**config.mk**
```make
export PLATFORM = sky130hd
export DESIGN_NAME = mcuie_core
export DESIGN_NICKNAME = d
export VERILOG_FILES = /design/src/mcuie_pkg.sv /design/src/mcuie_core.sv /design/src/mcuie_dmem.sv
export SDC_FILE = /design/constraint.sdc
export NUM_CORES = 1
export LEC_CHECK = 0
export BUFFER_PORTS_ARGS = -buffer_cell sky130_fd_sc_hd__buf_2
export CAP_MARGIN = 20
export CORE_ASPECT_RATIO = 1.75
export CORE_UTILIZATION = 33
export DETAILED_ROUTE_END_ITERATION = 8
export PLACE_DENSITY = 0.47
export SYNTH_ARGS = -nofsm -noshare
export SYNTH_HDL_FRONTEND = slang
export SYNTH_SLANG_ARGS = --single-unit
```
**constraint.sdc**
```tcl
create_clock -name i_mclk -period 13.27 [get_ports i_mclk]
set_input_delay 0 -clock i_mclk [delete_from_list [all_inputs] [get_ports i_mclk]]
set_output_delay 0 -clock i_mclk [all_outputs]
set_load 0.03 [all_outputs]
```
**src/mcuie_pkg.sv**
```systemverilog
package mcuie_pkg;
  localparam int PC_W = 10;
  localparam int DATA_W = 8;
  localparam int DADDR_W = 6;
  localparam int PWORD_W = 16;
  localparam int OPC_LSB = 10;
  localparam int BIT_LSB = 6;
  localparam int CLKS_PER_ICYCLE = 4;
  localparam logic [1:0] PH_FETCH = 2'h0;
  localparam logic [1:0] PH_DECODE = 2'h1;
  localparam logic [1:0] PH_READ = 2'h2;
  localparam logic [1:0] PH_EXEC = 2'h3;
  localparam logic [DADDR_W-1:0] PC_LOW_ADDR = 6'h06;
  localparam logic [PC_W-1:0] PC_RESET = 10'h000;
  localparam logic [DATA_W-1:0] ACC_RESET = 8'h00;
  localparam logic [PWORD_W-1:0] IR_RESET = 16'h0000;
  localparam logic [1:0] LAST_PAGE = 2'h3;
  localparam logic [3:0] BCD_NIBBLE_MAX = 4'h9;
  localparam logic [8:0] BCD_FIX_LO = 9'h006;
  localparam logic [8:0] BCD_FIX_HI = 9'h060;

  typedef enum logic [5:0] {
    OP_NOP, OP_ADD, OP_ADDM, OP_ADDI, OP_ADC, OP_ADCM, OP_SUB, OP_SUBM, OP_SUBI,
    OP_SBC, OP_SBCM, OP_BCD_FIXUP, OP_AND, OP_OR, OP_XOR, OP_ANDM, OP_ORM, OP_XORM,
    OP_ANDI, OP_ORI, OP_XORI, OP_CPL, OP_CPLA, OP_INC, OP_INCA, OP_DEC, OP_DECA,
    OP_RR, OP_RRA, OP_RRC, OP_RRCA, OP_RL, OP_RLA, OP_RLC, OP_RLCA, OP_MOVAM,
    OP_MOVMA, OP_MOVI, OP_BCLR, OP_BSET, OP_JMP, OP_SZ, OP_SZA, OP_SZB, OP_SNZB,
    OP_SIZ, OP_SDZ, OP_SIZA, OP_SDZA, OP_CALL, OP_RET, OP_RETA, OP_IRQ_RETURN,
    OP_TBL_PAGE, OP_TBL_LOCAL, OP_TBL_FINAL, OP_CLRM, OP_SETM, OP_WDT_CLEAR,
    OP_PREWIPE1, OP_PREWIPE2, OP_SWAP, OP_SWAPA, OP_HALT
  } mcuie_op_e;

  typedef enum logic [1:0] {
    ST_RUN = 2'b01,
    ST_HALT = 2'b10
  } mcuie_run_e;

  typedef enum logic [2:0] {
    PW_NONE = 3'b001,
    PW_FIRST = 3'b010,
    PW_SECOND = 3'b100
  } mcuie_prewipe_e;
endpackage

```
**src/mcuie_core.sv**
```systemverilog
`timescale 1ns/1ps
`default_nettype none
// Notes on behaviour
// (RULE_01) Call pushes next address, loads target; call and jump take two cycles
// (RULE_02) Conditional skip takes one cycle, or two when it skips
// (RULE_03) Any write to program counter low byte takes two cycles
// (RULE_04) Pre-clear pair clears watchdog and flags only when back to back
// (RULE_05) Watchdog clear clears counter, expired flag and power-down flag
// (RULE_06) Add with carry sums accumulator, memory byte and carry
// (RULE_07) Memory-destination arithmetic writes the byte instead of the accumulator
// (RULE_08) Add and subtract update signed range, zero, nibble carry, carry
// (RULE_09) Subtract memory or immediate from accumulator, optionally with carry
// (RULE_10) AND, OR, XOR with memory or immediate update only zero
// (RULE_11) Complement to memory or accumulator, zero flag only
// (RULE_12) Increment and decrement by one, zero flag only
// (RULE_13) Plain rotates keep flags; rotates through carry touch only carry
// (RULE_14) Moves take one cycle, two when the move writes the program counter low byte, and alter no flag
// (RULE_15) Byte clear writes zeros, byte set writes ones, flags kept
// (RULE_16) Bit clear and set change only bit zero to seven
// (RULE_17) Skip on zero byte, bit state, or zero after step
// (RULE_18) Table reads fetch page word, high to table-high, low to memory
// (RULE_19) Nibble swap in place or to accumulator, no flags
// (RULE_20) Decimal adjust writes corrected accumulator to memory, carry only
// (RULE_21) Power-down instruction takes one cycle, touches expired and power-down
// (RULE_22) Returns restore program counter from stack in two cycles
// (RULE_23) One instruction cycle is four clocks
// (RULE_24) Power-down stops execution and clock, clears watchdog, sets power-down flag
// (RULE_25) Interrupt return also sets the global interrupt enable
// (RULE_26) Decimal adjust adds six per nibble above nine or carried
// (RULE_27) Memory destinations read old value before writing new one
module mcuie_core
  import mcuie_pkg::*;
#(
  parameter int STACK_DEPTH = 4,
  parameter int DMEM_DEPTH = 64
) (
  input wire logic i_mclk,
  input wire logic i_sys_rst,
  output logic [PC_W-1:0] o_pmem_addr,
  input wire logic [PWORD_W-1:0] i_pmem_data,
  input wire logic [7:0] i_table_ptr,
  input wire logic [1:0] i_table_page,
  input wire logic i_wdt_timeout,
  input wire logic i_wake,
  input wire logic i_irq_ack,
  output logic [DATA_W-1:0] o_acc,
  output logic o_carry_flag,
  output logic o_nibble_carry_flag,
  output logic o_zero_flag,
  output logic o_signed_range_flag,
  output logic o_watchdog_expired_flag,
  output logic o_power_down_flag,
  output logic [DATA_W-1:0] o_table_high_byte,
  output logic o_global_irq_enable,
  output logic o_wdt_clear,
  output logic o_sys_clk_stop
);
  localparam int SP_W = $clog2(STACK_DEPTH);

  if (STACK_DEPTH < 2 || (STACK_DEPTH & (STACK_DEPTH - 1)) != 0) begin : g_bad_stack
    $error("STACK_DEPTH must be a power of two, at least 2");
  end
  if (DMEM_DEPTH != (1 << DADDR_W)) begin : g_bad_dmem
    $error("DMEM_DEPTH must match the data address field");
  end

  // Returns {signed range, nibble carry, carry, sum}; subtract passes ~b
  function automatic logic [10:0] arith(input logic [7:0] a, input logic [7:0] b,
                                        input logic cin);
    logic [4:0] lo;
    logic [4:0] hi;
    logic [7:0] s;
    lo = {1'b0, a[3:0]} + {1'b0, b[3:0]} + {4'h0, cin};
    hi = {1'b0, a[7:4]} + {1'b0, b[7:4]} + {4'h0, lo[4]};
    s = {hi[3:0], lo[3:0]};
    arith = {(a[7] == b[7]) && (s[7] != a[7]), lo[4], hi[4], s};
  endfunction

  logic [1:0] phase;
  mcuie_run_e run;
  mcuie_prewipe_e pw;
  logic flush;
  logic tbl_pending;
  logic [PWORD_W-1:0] ir;
  logic [PWORD_W-1:0] tbl_word;
  logic [PC_W-1:0] pc;
  logic [PC_W-1:0] stack [STACK_DEPTH];
  logic [SP_W-1:0] sp;
  logic [DATA_W-1:0] dmem_rdata;
  mcuie_op_e op;
  logic [DADDR_W-1:0] maddr;
  logic [7:0] imm;
  logic [2:0] bsel;
  logic [7:0] mval;
  logic exec;
  logic dummy_end;
  logic [10:0] alu;
  logic [8:0] bcd;
  logic [7:0] res;
  logic wr_acc;
  logic wr_mem;
  logic upd_z;
  logic upd_arith;
  logic upd_c;
  logic new_c;
  logic cond_op;
  logic skip;
  logic branch;
  logic push;
  logic pop;
  logic table_op;
  logic pc_low_wr;
  logic two_cycle;
  logic [PC_W-1:0] next_pc;
  logic [PC_W-1:0] tbl_addr;
  logic dmem_we;

  assign op = mcuie_op_e'(ir[OPC_LSB +: 6]);
  assign maddr = ir[DADDR_W-1:0];
  assign imm = ir[7:0];
  assign bsel = ir[BIT_LSB +: 3];
  // Program counter low byte reads back the live counter, not memory
  assign mval = (maddr == PC_LOW_ADDR) ? pc[7:0] : dmem_rdata;
  assign exec = (phase == PH_EXEC) && (run == ST_RUN) && !flush;
  assign dummy_end = (phase == PH_EXEC) && (run == ST_RUN) && flush;

  always_comb begin
    alu = arith(o_acc, mval, 1'b0);
    bcd = {1'b0, o_acc};
    res = mval;
    wr_acc = 1'b0;
    wr_mem = 1'b0;
    upd_z = 1'b0;
    upd_arith = 1'b0;
    upd_c = 1'b0;
    new_c = o_carry_flag;
    cond_op = 1'b0;
    skip = 1'b0;
    branch = 1'b0;
    push = 1'b0;
    pop = 1'b0;
    table_op = 1'b0;
    unique case (op)
      OP_ADD, OP_ADDM, OP_ADDI, OP_ADC, OP_ADCM, OP_SUB, OP_SUBM, OP_SUBI, OP_SBC,
      OP_SBCM: begin
        unique case (op)
          OP_ADDI: alu = arith(o_acc, imm, 1'b0);
          OP_ADC, OP_ADCM: alu = arith(o_acc, mval, o_carry_flag); // RULE_06
          OP_SUB, OP_SUBM: alu = arith(o_acc, ~mval, 1'b1); // RULE_09
          OP_SUBI: alu = arith(o_acc, ~imm, 1'b1); // RULE_09
          OP_SBC, OP_SBCM: alu = arith(o_acc, ~mval, o_carry_flag); // RULE_09
          default: alu = arith(o_acc, mval, 1'b0);
        endcase
        res = alu[7:0];
        upd_z = 1'b1;
        upd_arith = 1'b1; // RULE_08
        wr_mem = (op == OP_ADDM) || (op == OP_ADCM) || (op == OP_SUBM) || (op == OP_SBCM); // RULE_07
        wr_acc = !wr_mem;
      end
      OP_BCD_FIXUP: begin
        if (o_acc[3:0] > BCD_NIBBLE_MAX || o_nibble_carry_flag) begin
          bcd = bcd + BCD_FIX_LO; // RULE_26
        end
        if (o_acc[7:4] > BCD_NIBBLE_MAX || o_carry_flag) begin
          bcd = bcd + BCD_FIX_HI; // RULE_26
        end
        res = bcd[7:0];
        wr_mem = 1'b1; // RULE_20
        upd_c = 1'b1;
        new_c = bcd[8] | o_carry_flag;
      end
      OP_AND, OP_ANDM: res = o_acc & mval; // RULE_10
      OP_OR, OP_ORM: res = o_acc | mval;
      OP_XOR, OP_XORM: res = o_acc ^ mval;
      OP_ANDI: res = o_acc & imm;
      OP_ORI: res = o_acc | imm;
      OP_XORI: res = o_acc ^ imm;
      OP_CPL, OP_CPLA: res = ~mval; // RULE_11
      OP_INC, OP_INCA, OP_SIZ, OP_SIZA: res = mval + 8'h01; // RULE_12
      OP_DEC, OP_DECA, OP_SDZ, OP_SDZA: res = mval - 8'h01;
      OP_RR, OP_RRA: res = {mval[0], mval[7:1]}; // RULE_13
      OP_RL, OP_RLA: res = {mval[6:0], mval[7]};
      OP_RRC, OP_RRCA: begin
        res = {o_carry_flag, mval[7:1]};
        upd_c = 1'b1;
        new_c = mval[0];
      end
      OP_RLC, OP_RLCA: begin
        res = {mval[6:0], o_carry_flag};
        upd_c = 1'b1;
        new_c = mval[7];
      end
      OP_MOVMA: res = o_acc; // RULE_14
      OP_MOVI, OP_RETA: res = imm;
      OP_BCLR: res = mval & ~(8'h01 << bsel); // RULE_16
      OP_BSET: res = mval | (8'h01 << bsel);
      OP_CLRM: res = 8'h00; // RULE_15
      OP_SETM: res = 8'hFF;
      OP_SWAP, OP_SWAPA: res = {mval[3:0], mval[7:4]}; // RULE_19
      OP_JMP: branch = 1'b1; // RULE_01
      OP_CALL: begin
        branch = 1'b1;
        push = 1'b1; // RULE_01
      end
      OP_TBL_PAGE, OP_TBL_LOCAL, OP_TBL_FINAL: table_op = 1'b1; // RULE_18
      default: res = mval;
    endcase
    unique case (op)
      OP_ANDM, OP_ORM, OP_XORM, OP_CPL, OP_INC, OP_DEC, OP_RR, OP_RRC, OP_RL, OP_RLC,
      OP_MOVMA, OP_BCLR, OP_BSET, OP_CLRM, OP_SETM, OP_SWAP, OP_SIZ, OP_SDZ:
        wr_mem = 1'b1; // RULE_07
      OP_AND, OP_OR, OP_XOR, OP_ANDI, OP_ORI, OP_XORI, OP_CPLA, OP_INCA, OP_DECA,
      OP_RRA, OP_RRCA, OP_RLA, OP_RLCA, OP_MOVAM, OP_MOVI, OP_SWAPA, OP_SZA, OP_SIZA,
      OP_SDZA, OP_RETA:
        wr_acc = 1'b1;
      default: ;
    endcase
    unique case (op)
      OP_AND, OP_OR, OP_XOR, OP_ANDM, OP_ORM, OP_XORM, OP_ANDI, OP_ORI, OP_XORI,
      OP_CPL, OP_CPLA, OP_INC, OP_INCA, OP_DEC, OP_DECA:
        upd_z = 1'b1; // RULE_10
      OP_SZ, OP_SZA: begin
        cond_op = 1'b1;
        skip = (mval == 8'h00); // RULE_17
      end
      OP_SZB, OP_SNZB: begin
        cond_op = 1'b1;
        skip = mval[bsel] ^ (op == OP_SZB); // RULE_17
      end
      OP_SIZ, OP_SDZ, OP_SIZA, OP_SDZA: begin
        cond_op = 1'b1;
        skip = (res == 8'h00); // RULE_17
      end
      OP_RET, OP_RETA, OP_IRQ_RETURN: pop = 1'b1; // RULE_22
      default: ;
    endcase
    pc_low_wr = wr_mem && (maddr == PC_LOW_ADDR);
    two_cycle = branch || pop || skip || pc_low_wr || table_op; // RULE_03
    next_pc = pc + 10'h001;
    if (branch) begin
      next_pc = ir[PC_W-1:0];
    end else if (pop) begin
      next_pc = stack[sp - SP_W'(1)]; // RULE_22
    end else if (skip) begin
      next_pc = pc + 10'h002; // RULE_02
    end else if (pc_low_wr) begin
      next_pc = {pc[PC_W-1:8], res}; // RULE_03
    end
    unique case (op)
      OP_TBL_PAGE: tbl_addr = {i_table_page, i_table_ptr};
      OP_TBL_LOCAL: tbl_addr = {pc[PC_W-1:8], i_table_ptr};
      default: tbl_addr = {LAST_PAGE, i_table_ptr};
    endcase
  end

  always_ff @(posedge i_mclk or posedge i_sys_rst) begin
    if (i_sys_rst) begin
      phase <= PH_FETCH;
    end else begin
      phase <= phase + 2'h1; // RULE_23
    end
  end

  // In a dummy cycle the fetched word is dropped, or kept as table data
  always_ff @(posedge i_mclk or posedge i_sys_rst) begin
    if (i_sys_rst) begin
      ir <= IR_RESET;
      tbl_word <= IR_RESET;
    end else if (phase == PH_DECODE) begin
      if (!flush) begin
        ir <= i_pmem_data;
      end else if (tbl_pending) begin
        tbl_word <= i_pmem_data; // RULE_18
      end
    end
  end

  always_ff @(posedge i_mclk or posedge i_sys_rst) begin
    if (i_sys_rst) begin
      pc <= PC_RESET;
      o_pmem_addr <= PC_RESET;
      flush <= 1'b0;
      tbl_pending <= 1'b0;
    end else if (exec) begin
      pc <= next_pc;
      o_pmem_addr <= table_op ? tbl_addr : next_pc; // RULE_18
      flush <= two_cycle; // RULE_01
      tbl_pending <= table_op;
    end else if (dummy_end) begin
      o_pmem_addr <= pc;
      flush <= 1'b0;
      tbl_pending <= 1'b0;
    end
  end

  // Overflowing the stack wraps and overwrites the oldest entry
  always_ff @(posedge i_mclk or posedge i_sys_rst) begin
    if (i_sys_rst) begin
      sp <= '0;
      for (int i = 0; i < STACK_DEPTH; i++) begin
        stack[i] <= PC_RESET;
      end
    end else if (exec && push) begin
      stack[sp] <= pc + 10'h001; // RULE_01
      sp <= sp + SP_W'(1);
    end else if (exec && pop) begin
      sp <= sp - SP_W'(1); // RULE_22
    end
  end

  assign dmem_we = (exec && wr_mem && !pc_low_wr) || (dummy_end && tbl_pending); // RULE_27

  mcuie_dmem #(
    .WIDTH(DATA_W),
    .DEPTH(DMEM_DEPTH)
  ) u_dmem (
    .i_mclk(i_mclk),
    .i_we(dmem_we),
    .i_waddr(maddr),
    .i_wdata(tbl_pending ? tbl_word[7:0] : res),
    .i_raddr(maddr),
    .o_rdata(dmem_rdata)
  );

  always_ff @(posedge i_mclk or posedge i_sys_rst) begin
    if (i_sys_rst) begin
      o_acc <= ACC_RESET;
      o_table_high_byte <= ACC_RESET;
    end else if (exec && wr_acc) begin
      o_acc <= res; // RULE_14
    end else if (dummy_end && tbl_pending) begin
      o_table_high_byte <= tbl_word[15:8]; // RULE_18
    end
  end

  always_ff @(posedge i_mclk or posedge i_sys_rst) begin
    if (i_sys_rst) begin
      o_carry_flag <= 1'b0;
      o_nibble_carry_flag <= 1'b0;
      o_zero_flag <= 1'b0;
      o_signed_range_flag <= 1'b0;
    end else if (exec) begin
      if (upd_z) begin
        o_zero_flag <= (res == 8'h00);
      end
      if (upd_arith) begin
        {o_signed_range_flag, o_nibble_carry_flag, o_carry_flag} <= alu[10:8]; // RULE_08
      end else if (upd_c) begin
        o_carry_flag <= new_c; // RULE_13
      end
    end
  end

  // A time-out in the same cycle as a clear still raises the flag
  always_ff @(posedge i_mclk or posedge i_sys_rst) begin
    if (i_sys_rst) begin
      pw <= PW_NONE;
      o_wdt_clear <= 1'b0;
      o_watchdog_expired_flag <= 1'b0;
      o_power_down_flag <= 1'b0;
    end else begin
      o_wdt_clear <= 1'b0;
      if (exec) begin
        pw <= PW_NONE;
        if (op == OP_WDT_CLEAR || op == OP_HALT || (op == OP_PREWIPE1 && pw == PW_SECOND)
            || (op == OP_PREWIPE2 && pw == PW_FIRST)) begin
          o_wdt_clear <= 1'b1; // RULE_05
          o_watchdog_expired_flag <= 1'b0; // RULE_04
          o_power_down_flag <= (op == OP_HALT); // RULE_21
        end else if (op == OP_PREWIPE1) begin
          pw <= PW_FIRST; // RULE_04
        end else if (op == OP_PREWIPE2) begin
          pw <= PW_SECOND;
        end
      end
      if (i_wdt_timeout) begin
        o_watchdog_expired_flag <= 1'b1;
      end
    end
  end

  always_ff @(posedge i_mclk or posedge i_sys_rst) begin
    if (i_sys_rst) begin
      run <= ST_RUN;
      o_sys_clk_stop <= 1'b0;
    end else begin
      unique case (run)
        ST_RUN: begin
          if (exec && op == OP_HALT) begin
            run <= ST_HALT; // RULE_24
            o_sys_clk_stop <= 1'b1;
          end
        end
        ST_HALT: begin
          if (i_wake) begin
            run <= ST_RUN;
            o_sys_clk_stop <= 1'b0;
          end
        end
        default: begin
          run <= ST_RUN;
          o_sys_clk_stop <= 1'b0;
        end
      endcase
    end
  end

  always_ff @(posedge i_mclk or posedge i_sys_rst) begin
    if (i_sys_rst) begin
      o_global_irq_enable <= 1'b0;
    end else if (exec && op == OP_IRQ_RETURN) begin
      o_global_irq_enable <= 1'b1; // RULE_25
    end else if (i_irq_ack) begin
      o_global_irq_enable <= 1'b0;
    end
  end
endmodule
`default_nettype wire

```
**src/mcuie_dmem.sv**
```systemverilog
`timescale 1ns/1ps
`default_nettype none
module mcuie_dmem
  import mcuie_pkg::*;
#(
  parameter int WIDTH = DATA_W,
  parameter int DEPTH = 64
) (
  input wire logic i_mclk,
  input wire logic i_we,
  input wire logic [$clog2(DEPTH)-1:0] i_waddr,
  input wire logic [WIDTH-1:0] i_wdata,
  input wire logic [$clog2(DEPTH)-1:0] i_raddr,
  output logic [WIDTH-1:0] o_rdata
);
  if (DEPTH < 2 || WIDTH < 1) begin : g_bad_size
    $error("DEPTH must be at least 2 and WIDTH at least 1");
  end

  // No reset: contents must survive power-down and soft events
  logic [WIDTH-1:0] mem [DEPTH];

  always_ff @(posedge i_mclk) begin
    if (i_we) begin
      mem[i_waddr] <= i_wdata;
    end
    o_rdata <= mem[i_raddr];
  end
endmodule
`default_nettype wire

```
==> impl_metrics.yaml, run 1 <==
finish:
  fin_nets: 2589
  fin_area_um2: 34750
  n_antenna_cell: 0
  area_growth_pct: 13.05
  drive_above_1_share: 0.1507
  utilization: 0.3778
drt:
  wl_per_cell_um: 33.31
  drt-total-wl_um: 123900
  vias: 22100
  drt-pass1-iter-count: 5
  antenna_left: 0
  vias_per_cell: 5.940
  initialDrtViolationCount: 1999
  route.detailed.drc: 0
synthesis:
  ys_types: 115
  syn_inst: 2415
  syn_area_um2: 30740
  ys_seq_area_frac: 0.6089
  synth_top_area_share: 0.5002
  synth_nets: 2523
  synth_seq_cells: 647
  postSynthAreaPerCell_um2: 12.73
  yosys-top-cells-area: "edfxtp_1 (50%), dfrtp_1 (10%), a22oi_1 (5.5%)"
  yosysWarnings: 0
  synth_edf_count: 512
  synth_ff_type: "edfxtp_1"
  synthArstFlopShare: 0.1963
  yosys.area.top_type: "edfxtp_1"
power_and_ir_drop:
  clock_power_share: 0.196
  seq_power_share: 0.359
  p_sw_uw: 3783
  combPwrFrac: 0.445
  switching_share: 0.4324
  irDropWorstVdd_v: 0.0001677
  internal_power_uw: 4966
  leakagePower_uw: 0.01183
  power_density_nw_per_um2: 251.8
global_route:
  grt_use_total: 0.2620
  use_met2: 0.4866
  grt_max_degree: 87
  overflow: 0
  globalRouteMet1Util: 0.2766
  grt_use_met3: 0.02865
  grt_pass1_wl_um: 172900
  busiest_layer: "met2"
  grt_pass1_vias: 22180
  antenna_found_initial: 3
setup_path:
  critical_path_arrival_ps: 8520
  startpoint_type: "flip-flop"
  cp_max_fo: 36
  worstSetupStartpoint: "ir[1]$_DFFE_PP0P_"
  worst_setup_path_end_kind: "flip-flop"
  crit_type: "flip-flop to flip-flop"
  reg2reg_from: "ir[1]$_DFFE_PP0P_"
  r2r_cells: 25
  reg2reg_to: "o_pmem_addr[2]$_DFFE_PP0P_"
  required_ps: 13870
  r2r_slack_ps: 5350
floorplanning:
  dieArea_um2: 94410
  start_util: 0.3342
  rows: 147
  io_pins: 66
  die_w_um: 232.7
  coreArea_um2: 91960
  die_h_um: 405.7
flow_run:
  maxCapViolCount: 0
clock_tree:
  clkTransAtPathRegs_ps: 70
  cts_tree: "done"
  clockBufferDepth: 3
  h-tree-depth: 2
  cts_resized: 0
  cts.sinks: 647
  cts_buffers: 58
  root_buffer: "clkbuf_16"
  post-cts-setup-buffers: 0
  clk_latency_ps: 680
sta:
  maxSlewViolCount: 0
  hold_viol: 0
  rsz0062_at_grt: "no"
  fin_setup_tns_ps: 0
  finalSetupViolCount: 0
  slew_headroom: 0.2284
  worst_pin_slew_ps: 1147
  fmaxAchievable_mhz: 126.3
  period_share: 0.5968
  period_minus_slack_ps: 7920
  fin_skew_ps: 41.57
min_path:
  hold_path_class: "primary input to async pin"
place:
  dp_hpwl_um: 87020
  placed_area_um2: 32530
  routabilityCongestion: 0.9820
  portBuffers: 65
status:
  status: "complete, no violations"
stage by stage:
step | total power [uW] | setup WS [ps] | std cells | hold WS (ps)
after CTS | 8752 | 5423 | 3720 | 30.15
after floorplan | 5385 | 5912 | 2415 | 92.29
after global placement | 7004 | 5574 | 3582 | 181.8
after detailed placement | 7027 | 5471 | 3582 | 185.9
final | 8748 | 5350 | 3721 | 31.55
after global routing | 9082 | 4951 | 3721 | 66.63
cell usage after synthesis, types with 39 or more instances:
cell type  instances
inv_1             47
edfxtp_1         512
a21oi_1           97
ha_1              67
nand2_1          139
a22oi_1          226
o21ai_0          105
clkbuf_1         114
a31oi_1           39
nand3_1           50
nor2_1           153
mux2_2            55
nor3_1            57
dfrtp_1          125
per-layer routing:
metal	vias to the layer above	part of all wire	wire [um]
li1	9652	-	-
met1	11340	0.35	42800
met2	852	0.54	66720
met3	252	0.042	5211
met4	4	0.074	9189
met5	-	0.00019	24
registers in the layout, summed over array words and instances, names as in the netlist, 2 cells and up:
signal	cells
ir	16
o_acc	8
o_pmem_addr	10
o_table_high_byte	8
pc	10
phase	2
pw	3
sp	2
stack	40
tbl_word	16
u_dmem.mem	512
u_dmem.o_rdata	8
final cells by class:
| type | count | area [um^2] |
|---|---|---|
| clock buffer | 69 | 1523 |
| clock inverter | 39 | 375.4 |
| inverter | 54 | 207.7 |
| multi-input combinational | 1545 | 11190 |
| tap | 1192 | 1491 |
| sequential | 647 | 18720 |
| fill | 8813 | 57220 |
| timing repair buffer | 175 | 1239 |
logic make-up after synthesis:
family | share of synthesized area
simple gates | 0.09290
mux | 0.03741
xor+xnor | 0.02027
fa+ha+maj | 0.03379
buf+inv | 0.03130
flops | 0.6089
compound gates | 0.1754
worst max-delay path by stage:
stage                                            end  slack [ps]  cells past startpoint
after global placement             pc[6]$_DFFE_PP0P_        5570                     25
after detailed placement  o_pmem_addr[2]$_DFFE_PP0P_        5470                     25
after global routing               pc[6]$_DFFE_PP0P_        4950                     25
after CTS                 o_pmem_addr[2]$_DFFE_PP0P_        5420                     25
final                     o_pmem_addr[2]$_DFFE_PP0P_        5350                     25
after floorplan           u_dmem.mem[0][5]$_DFFE_PP_        5910                     23
critical path: stages, from the launching register on:
cell       delay [ps]
dfrtp_1           870
and3b_4           770
nand3_1           320
nand2_1           530
ha_1              270
inv_1              60
ha_1              230
a31oi_1           400
o22ai_1           160
a21oi_1           310
xor2_1            300
ha_1              280
ha_1              260
mux2_2            260
a22oi_1           130
o211ai_1          100
o221ai_1          230
nand4_1           120
a2111oi_1         330
buf_4             220
o2111ai_1         160
nor4_2            420
a21oi_2           310
mux2i_1           190
a2111o_1          460
o21ai_1           140
placed cells by master, fill, tap and decap left out, types with 10 or more instances in the layout:
cell | netlist | routed
nand2b_1 | 21 | 21
nand2_1 | 139 | 139
nor3_1 | 57 | 50
nor2_1 | 153 | 150
edfxtp_1 | 512 | 512
o21ai_1 | 10 | 10
a21oi_1 | 97 | 97
dfrtp_1 | 125 | 125
nand3_1 | 50 | 50
dlygate4sd3_1 | 0 | 30
a211oi_1 | 15 | 15
a22o_1 | 30 | 30
a221oi_1 | 32 | 32
xor2_1 | 17 | 17
xnor2_1 | 38 | 38
buf_2 | 20 | 65
ha_1 | 67 | 67
and2_1 | 11 | 11
a21o_1 | 16 | 16
clkinv_2 | 0 | 10
nor2b_1 | 10 | 10
o211ai_1 | 16 | 16
a22oi_1 | 226 | 226
fa_1 | 10 | 10
nor4_1 | 21 | 16
buf_4 | 11 | 79
a221o_1 | 10 | 10
inv_1 | 47 | 46
mux2i_1 | 26 | 26
a41oi_1 | 38 | 38
a31oi_1 | 39 | 39
clkbuf_16 | 0 | 58
o21ai_0 | 105 | 102
mux2_2 | 55 | 55
nand4_1 | 14 | 14
mux4_2 | 12 | 12
power groups by stage:
| stage | registers [uW] | logic (uW) | clock network [uW] |
|---|---|---|---|
| global placement | 3180 | 3820 | 0 |
| finish | 3140 | 3890 | 1720 |
| floorplan | 3200 | 2180 | 0 |
| CTS | 3140 | 3860 | 1750 |
| global route | 3150 | 4120 | 1810 |
| detailed placement | 3190 | 3840 | 0 |
what timing repair did:
action                                  CTS  global route
hold endpoints to repair                131             0
endpoints found under the setup margin    0             0
hold buffers                             30             0
Power figures use the tool's default switching activity.
==> run 2: changes to the inputs <==
PLACE_DENSITY = 0.49   (was 0.47)
clock period = 6.4 ns   (was 13.27 ns; I/O delays follow)
==> impl_metrics.yaml, run 2 (synthesis gave the netlist of run 1 again) <==
sta:
  whs_ps: -8.835
  worst_pin_slew_ps: 1306
  period_share: 0.9560
  slew_headroom: 0.1229
  finalSetupViolCount: 0
  fin_setup_tns_ps: 0
  period_minus_slack_ps: 6118
  maxSlewViolCount: 0
  rsz0062_at_grt: "no"
  fin_skew_ps: 26.87
  hold_viol: 1
  fmaxAchievable_mhz: 163.5
global_route:
  grt_pass1_vias: 23000
  grt_pass1_wl_um: 170200
  grt_max_degree: 77
  overflow: 0
  grt_use_total: 0.2552
  antenna_found_initial: 3
place:
  routabilityCongestion: 1.102
  portBuffers: 65
  dp_hpwl_um: 84280
setup_path:
  startpoint_type: "flip-flop"
  cp_max_fo: 14
  critical_path_arrival_ps: 6700
  reg2reg_from: "ir[3]$_DFFE_PP0P_"
  r2r_slack_ps: 280
  r2r_cells: 23
  crit_chain: "or3_4 -> buf_4 -> nor2_1 -> mux2_2 -> inv_1 -> ha_1 -> fa_1 -> ha_1 -> mux2_2 -> a22oi_1 -> o211ai_1 -> o221ai_1 -> buf_4 -> nand4_1 -> a2111oi_2 -> buf_4 -> o2111ai_1 -> nor4_2 -> buf_4 -> a21oi_4 -> mux2i_1 -> a2111o_1 -> o21ai_1"
  crit_family: "compound AO/OA/AOI/OAI gates"
  cp.buffers_inverters: 5
  crit_slowest_cell: "fa_1"
  crit_type: "flip-flop to flip-flop"
  slowest_delay_ps: 500
  worst_path_most_repeated_cell: "buf_4"
  reg2reg_to: "o_pmem_addr[2]$_DFFE_PP0P_"
  worst_setup_path_end_kind: "flip-flop"
  required_ps: 6990
finish:
  top_register: "u_dmem.mem"
  drive_above_1_share: 0.1738
  largest_register_ffs: 512
  final_common_cell: "edfxtp_1"
  largestRegisters: "u_dmem.mem (512), stack (40)"
  utilization: 0.3856
  n_antenna_cell: 0
  fin_nets: 2650
  area_growth_pct: 15.37
  layout_common_cells: "edfxtp_1 (512), a22oi_1 (226), nor2_1 (151)"
clock_tree:
  cts.sinks: 647
  root_buffer: "clkbuf_16"
  cts_buffers: 60
  h-tree-depth: 2
  cts_tree: "done"
  clockBufferDepth: 3
  clk_latency_ps: 660
  clkTransAtPathRegs_ps: 80
drt:
  drt-pass1-iter-count: 8
  vias: 22460
  wl_met2_um: 62680
  route.detailed.drc: 0
  wl_met3_um: 5940
  drt-total-wl_um: 120600
  initialDrtViolationCount: 1794
  wl_met1_um: 41220
  wl_per_cell_um: 31.94
  antenna_left: 0
  vias_per_cell: 5.949
  top_layer: "met5"
min_path:
  hold_path_class: "primary input to async pin"
power_and_ir_drop:
  leakagePower_uw: 0.01220
  irDropWorstVdd_v: 0.0003755
  power_density_nw_per_um2: 529.1
status:
  violations: "negative hold slack"
  status: "complete, but fails checks"
floorplanning:
  start_util: 0.3342
  dieArea_um2: 94410
  io_pins: 66
  die_h_um: 405.7
  rows: 147
  coreArea_um2: 91960
  die_w_um: 232.7
flow_run:
  maxCapViolCount: 0
-- run 2: worst register-to-register path, stage by stage (launching register included) --
cell       delay (ps)
dfrtp_2           450
or3_4             460
buf_4             230
nor2_1            250
mux2_2            380
inv_1             230
ha_1              260
fa_1              500
ha_1              340
mux2_2            270
a22oi_1           140
o211ai_1          110
o221ai_1          230
buf_4             170
nand4_1           160
a2111oi_2         240
buf_4             170
o2111ai_1         150
nor4_2            270
buf_4             170
a21oi_4           120
mux2i_1           170
a2111o_1          450
o21ai_1           160
-- run 2: layout make-up --
cell class | count | area [um^2]
well taps | 1192 | 1491
clock inverters | 31 | 377.9
multi-input cells | 1545 | 11300
repair buffers | 234 | 1754
flip-flops and latches | 647 | 18720
inverters | 54 | 207.7
clock buffers | 73 | 1607
fillers | 8824 | 56500
-- run 2: where the power goes --
| group | switching [uW] | internal (uW) | leakage (uW) |
|---|---|---|---|
| Clock | 1650 | 2070 | 0.000969 |
| Combinational | 5930 | 2620 | 0.00491 |
| Sequential | 342 | 6160 | 0.00632 |
-- run 2: worst max path at each step --
stage	startpoint	endpoint	slack, ps	depth (start not counted)
2_1_floorplan	ir[3]$_DFFE_PP0P_	u_dmem.mem[0][5]$_DFFE_PP_	140	23
3_3_place_gp	ir[3]$_DFFE_PP0P_	o_pmem_addr[8]$_DFFE_PP0P_	190	27
3_5_place_dp	ir[3]$_DFFE_PP0P_	o_pmem_addr[2]$_DFFE_PP0P_	150	27
4_1_cts	ir[4]$_DFFE_PP0P_	o_pmem_addr[2]$_DFFE_PP0P_	160	27
5_1_grt	ir[3]$_DFFE_PP0P_	o_pmem_addr[2]$_DFFE_PP0P_	20	27
6_report	ir[3]$_DFFE_PP0P_	o_pmem_addr[2]$_DFFE_PP0P_	280	23
-- run 2: routing by layer --
layer / vias up / GRT usage
met5: - / 0
met2: 937 / 0.4643
met4: 4 / 0.1922
met3: 382 / 0.03567
met1: 11390 / 0.2621
li1: 9746 / -
-- run 2: stage by stage --
stage	std cells	worst slack [ps]	power [uW]	area (um^2)
floorplan	2415	141.6	11130	30740
global placement	3638	194.2	14790	33040
detailed placement	3638	146.4	14870	33040
CTS	3771	162.2	18620	35320
global route	3776	15.84	19470	35460
finish	3776	281.9	18760	35460
-- run 2: what timing repair did --
action                                  4_1_cts  5_1_grt
hold endpoints to repair                    120        0
buffers inserted                              0        3
endpoints found under the setup margin        0       19
hold buffers                                 29        0
resized for setup                             0       20
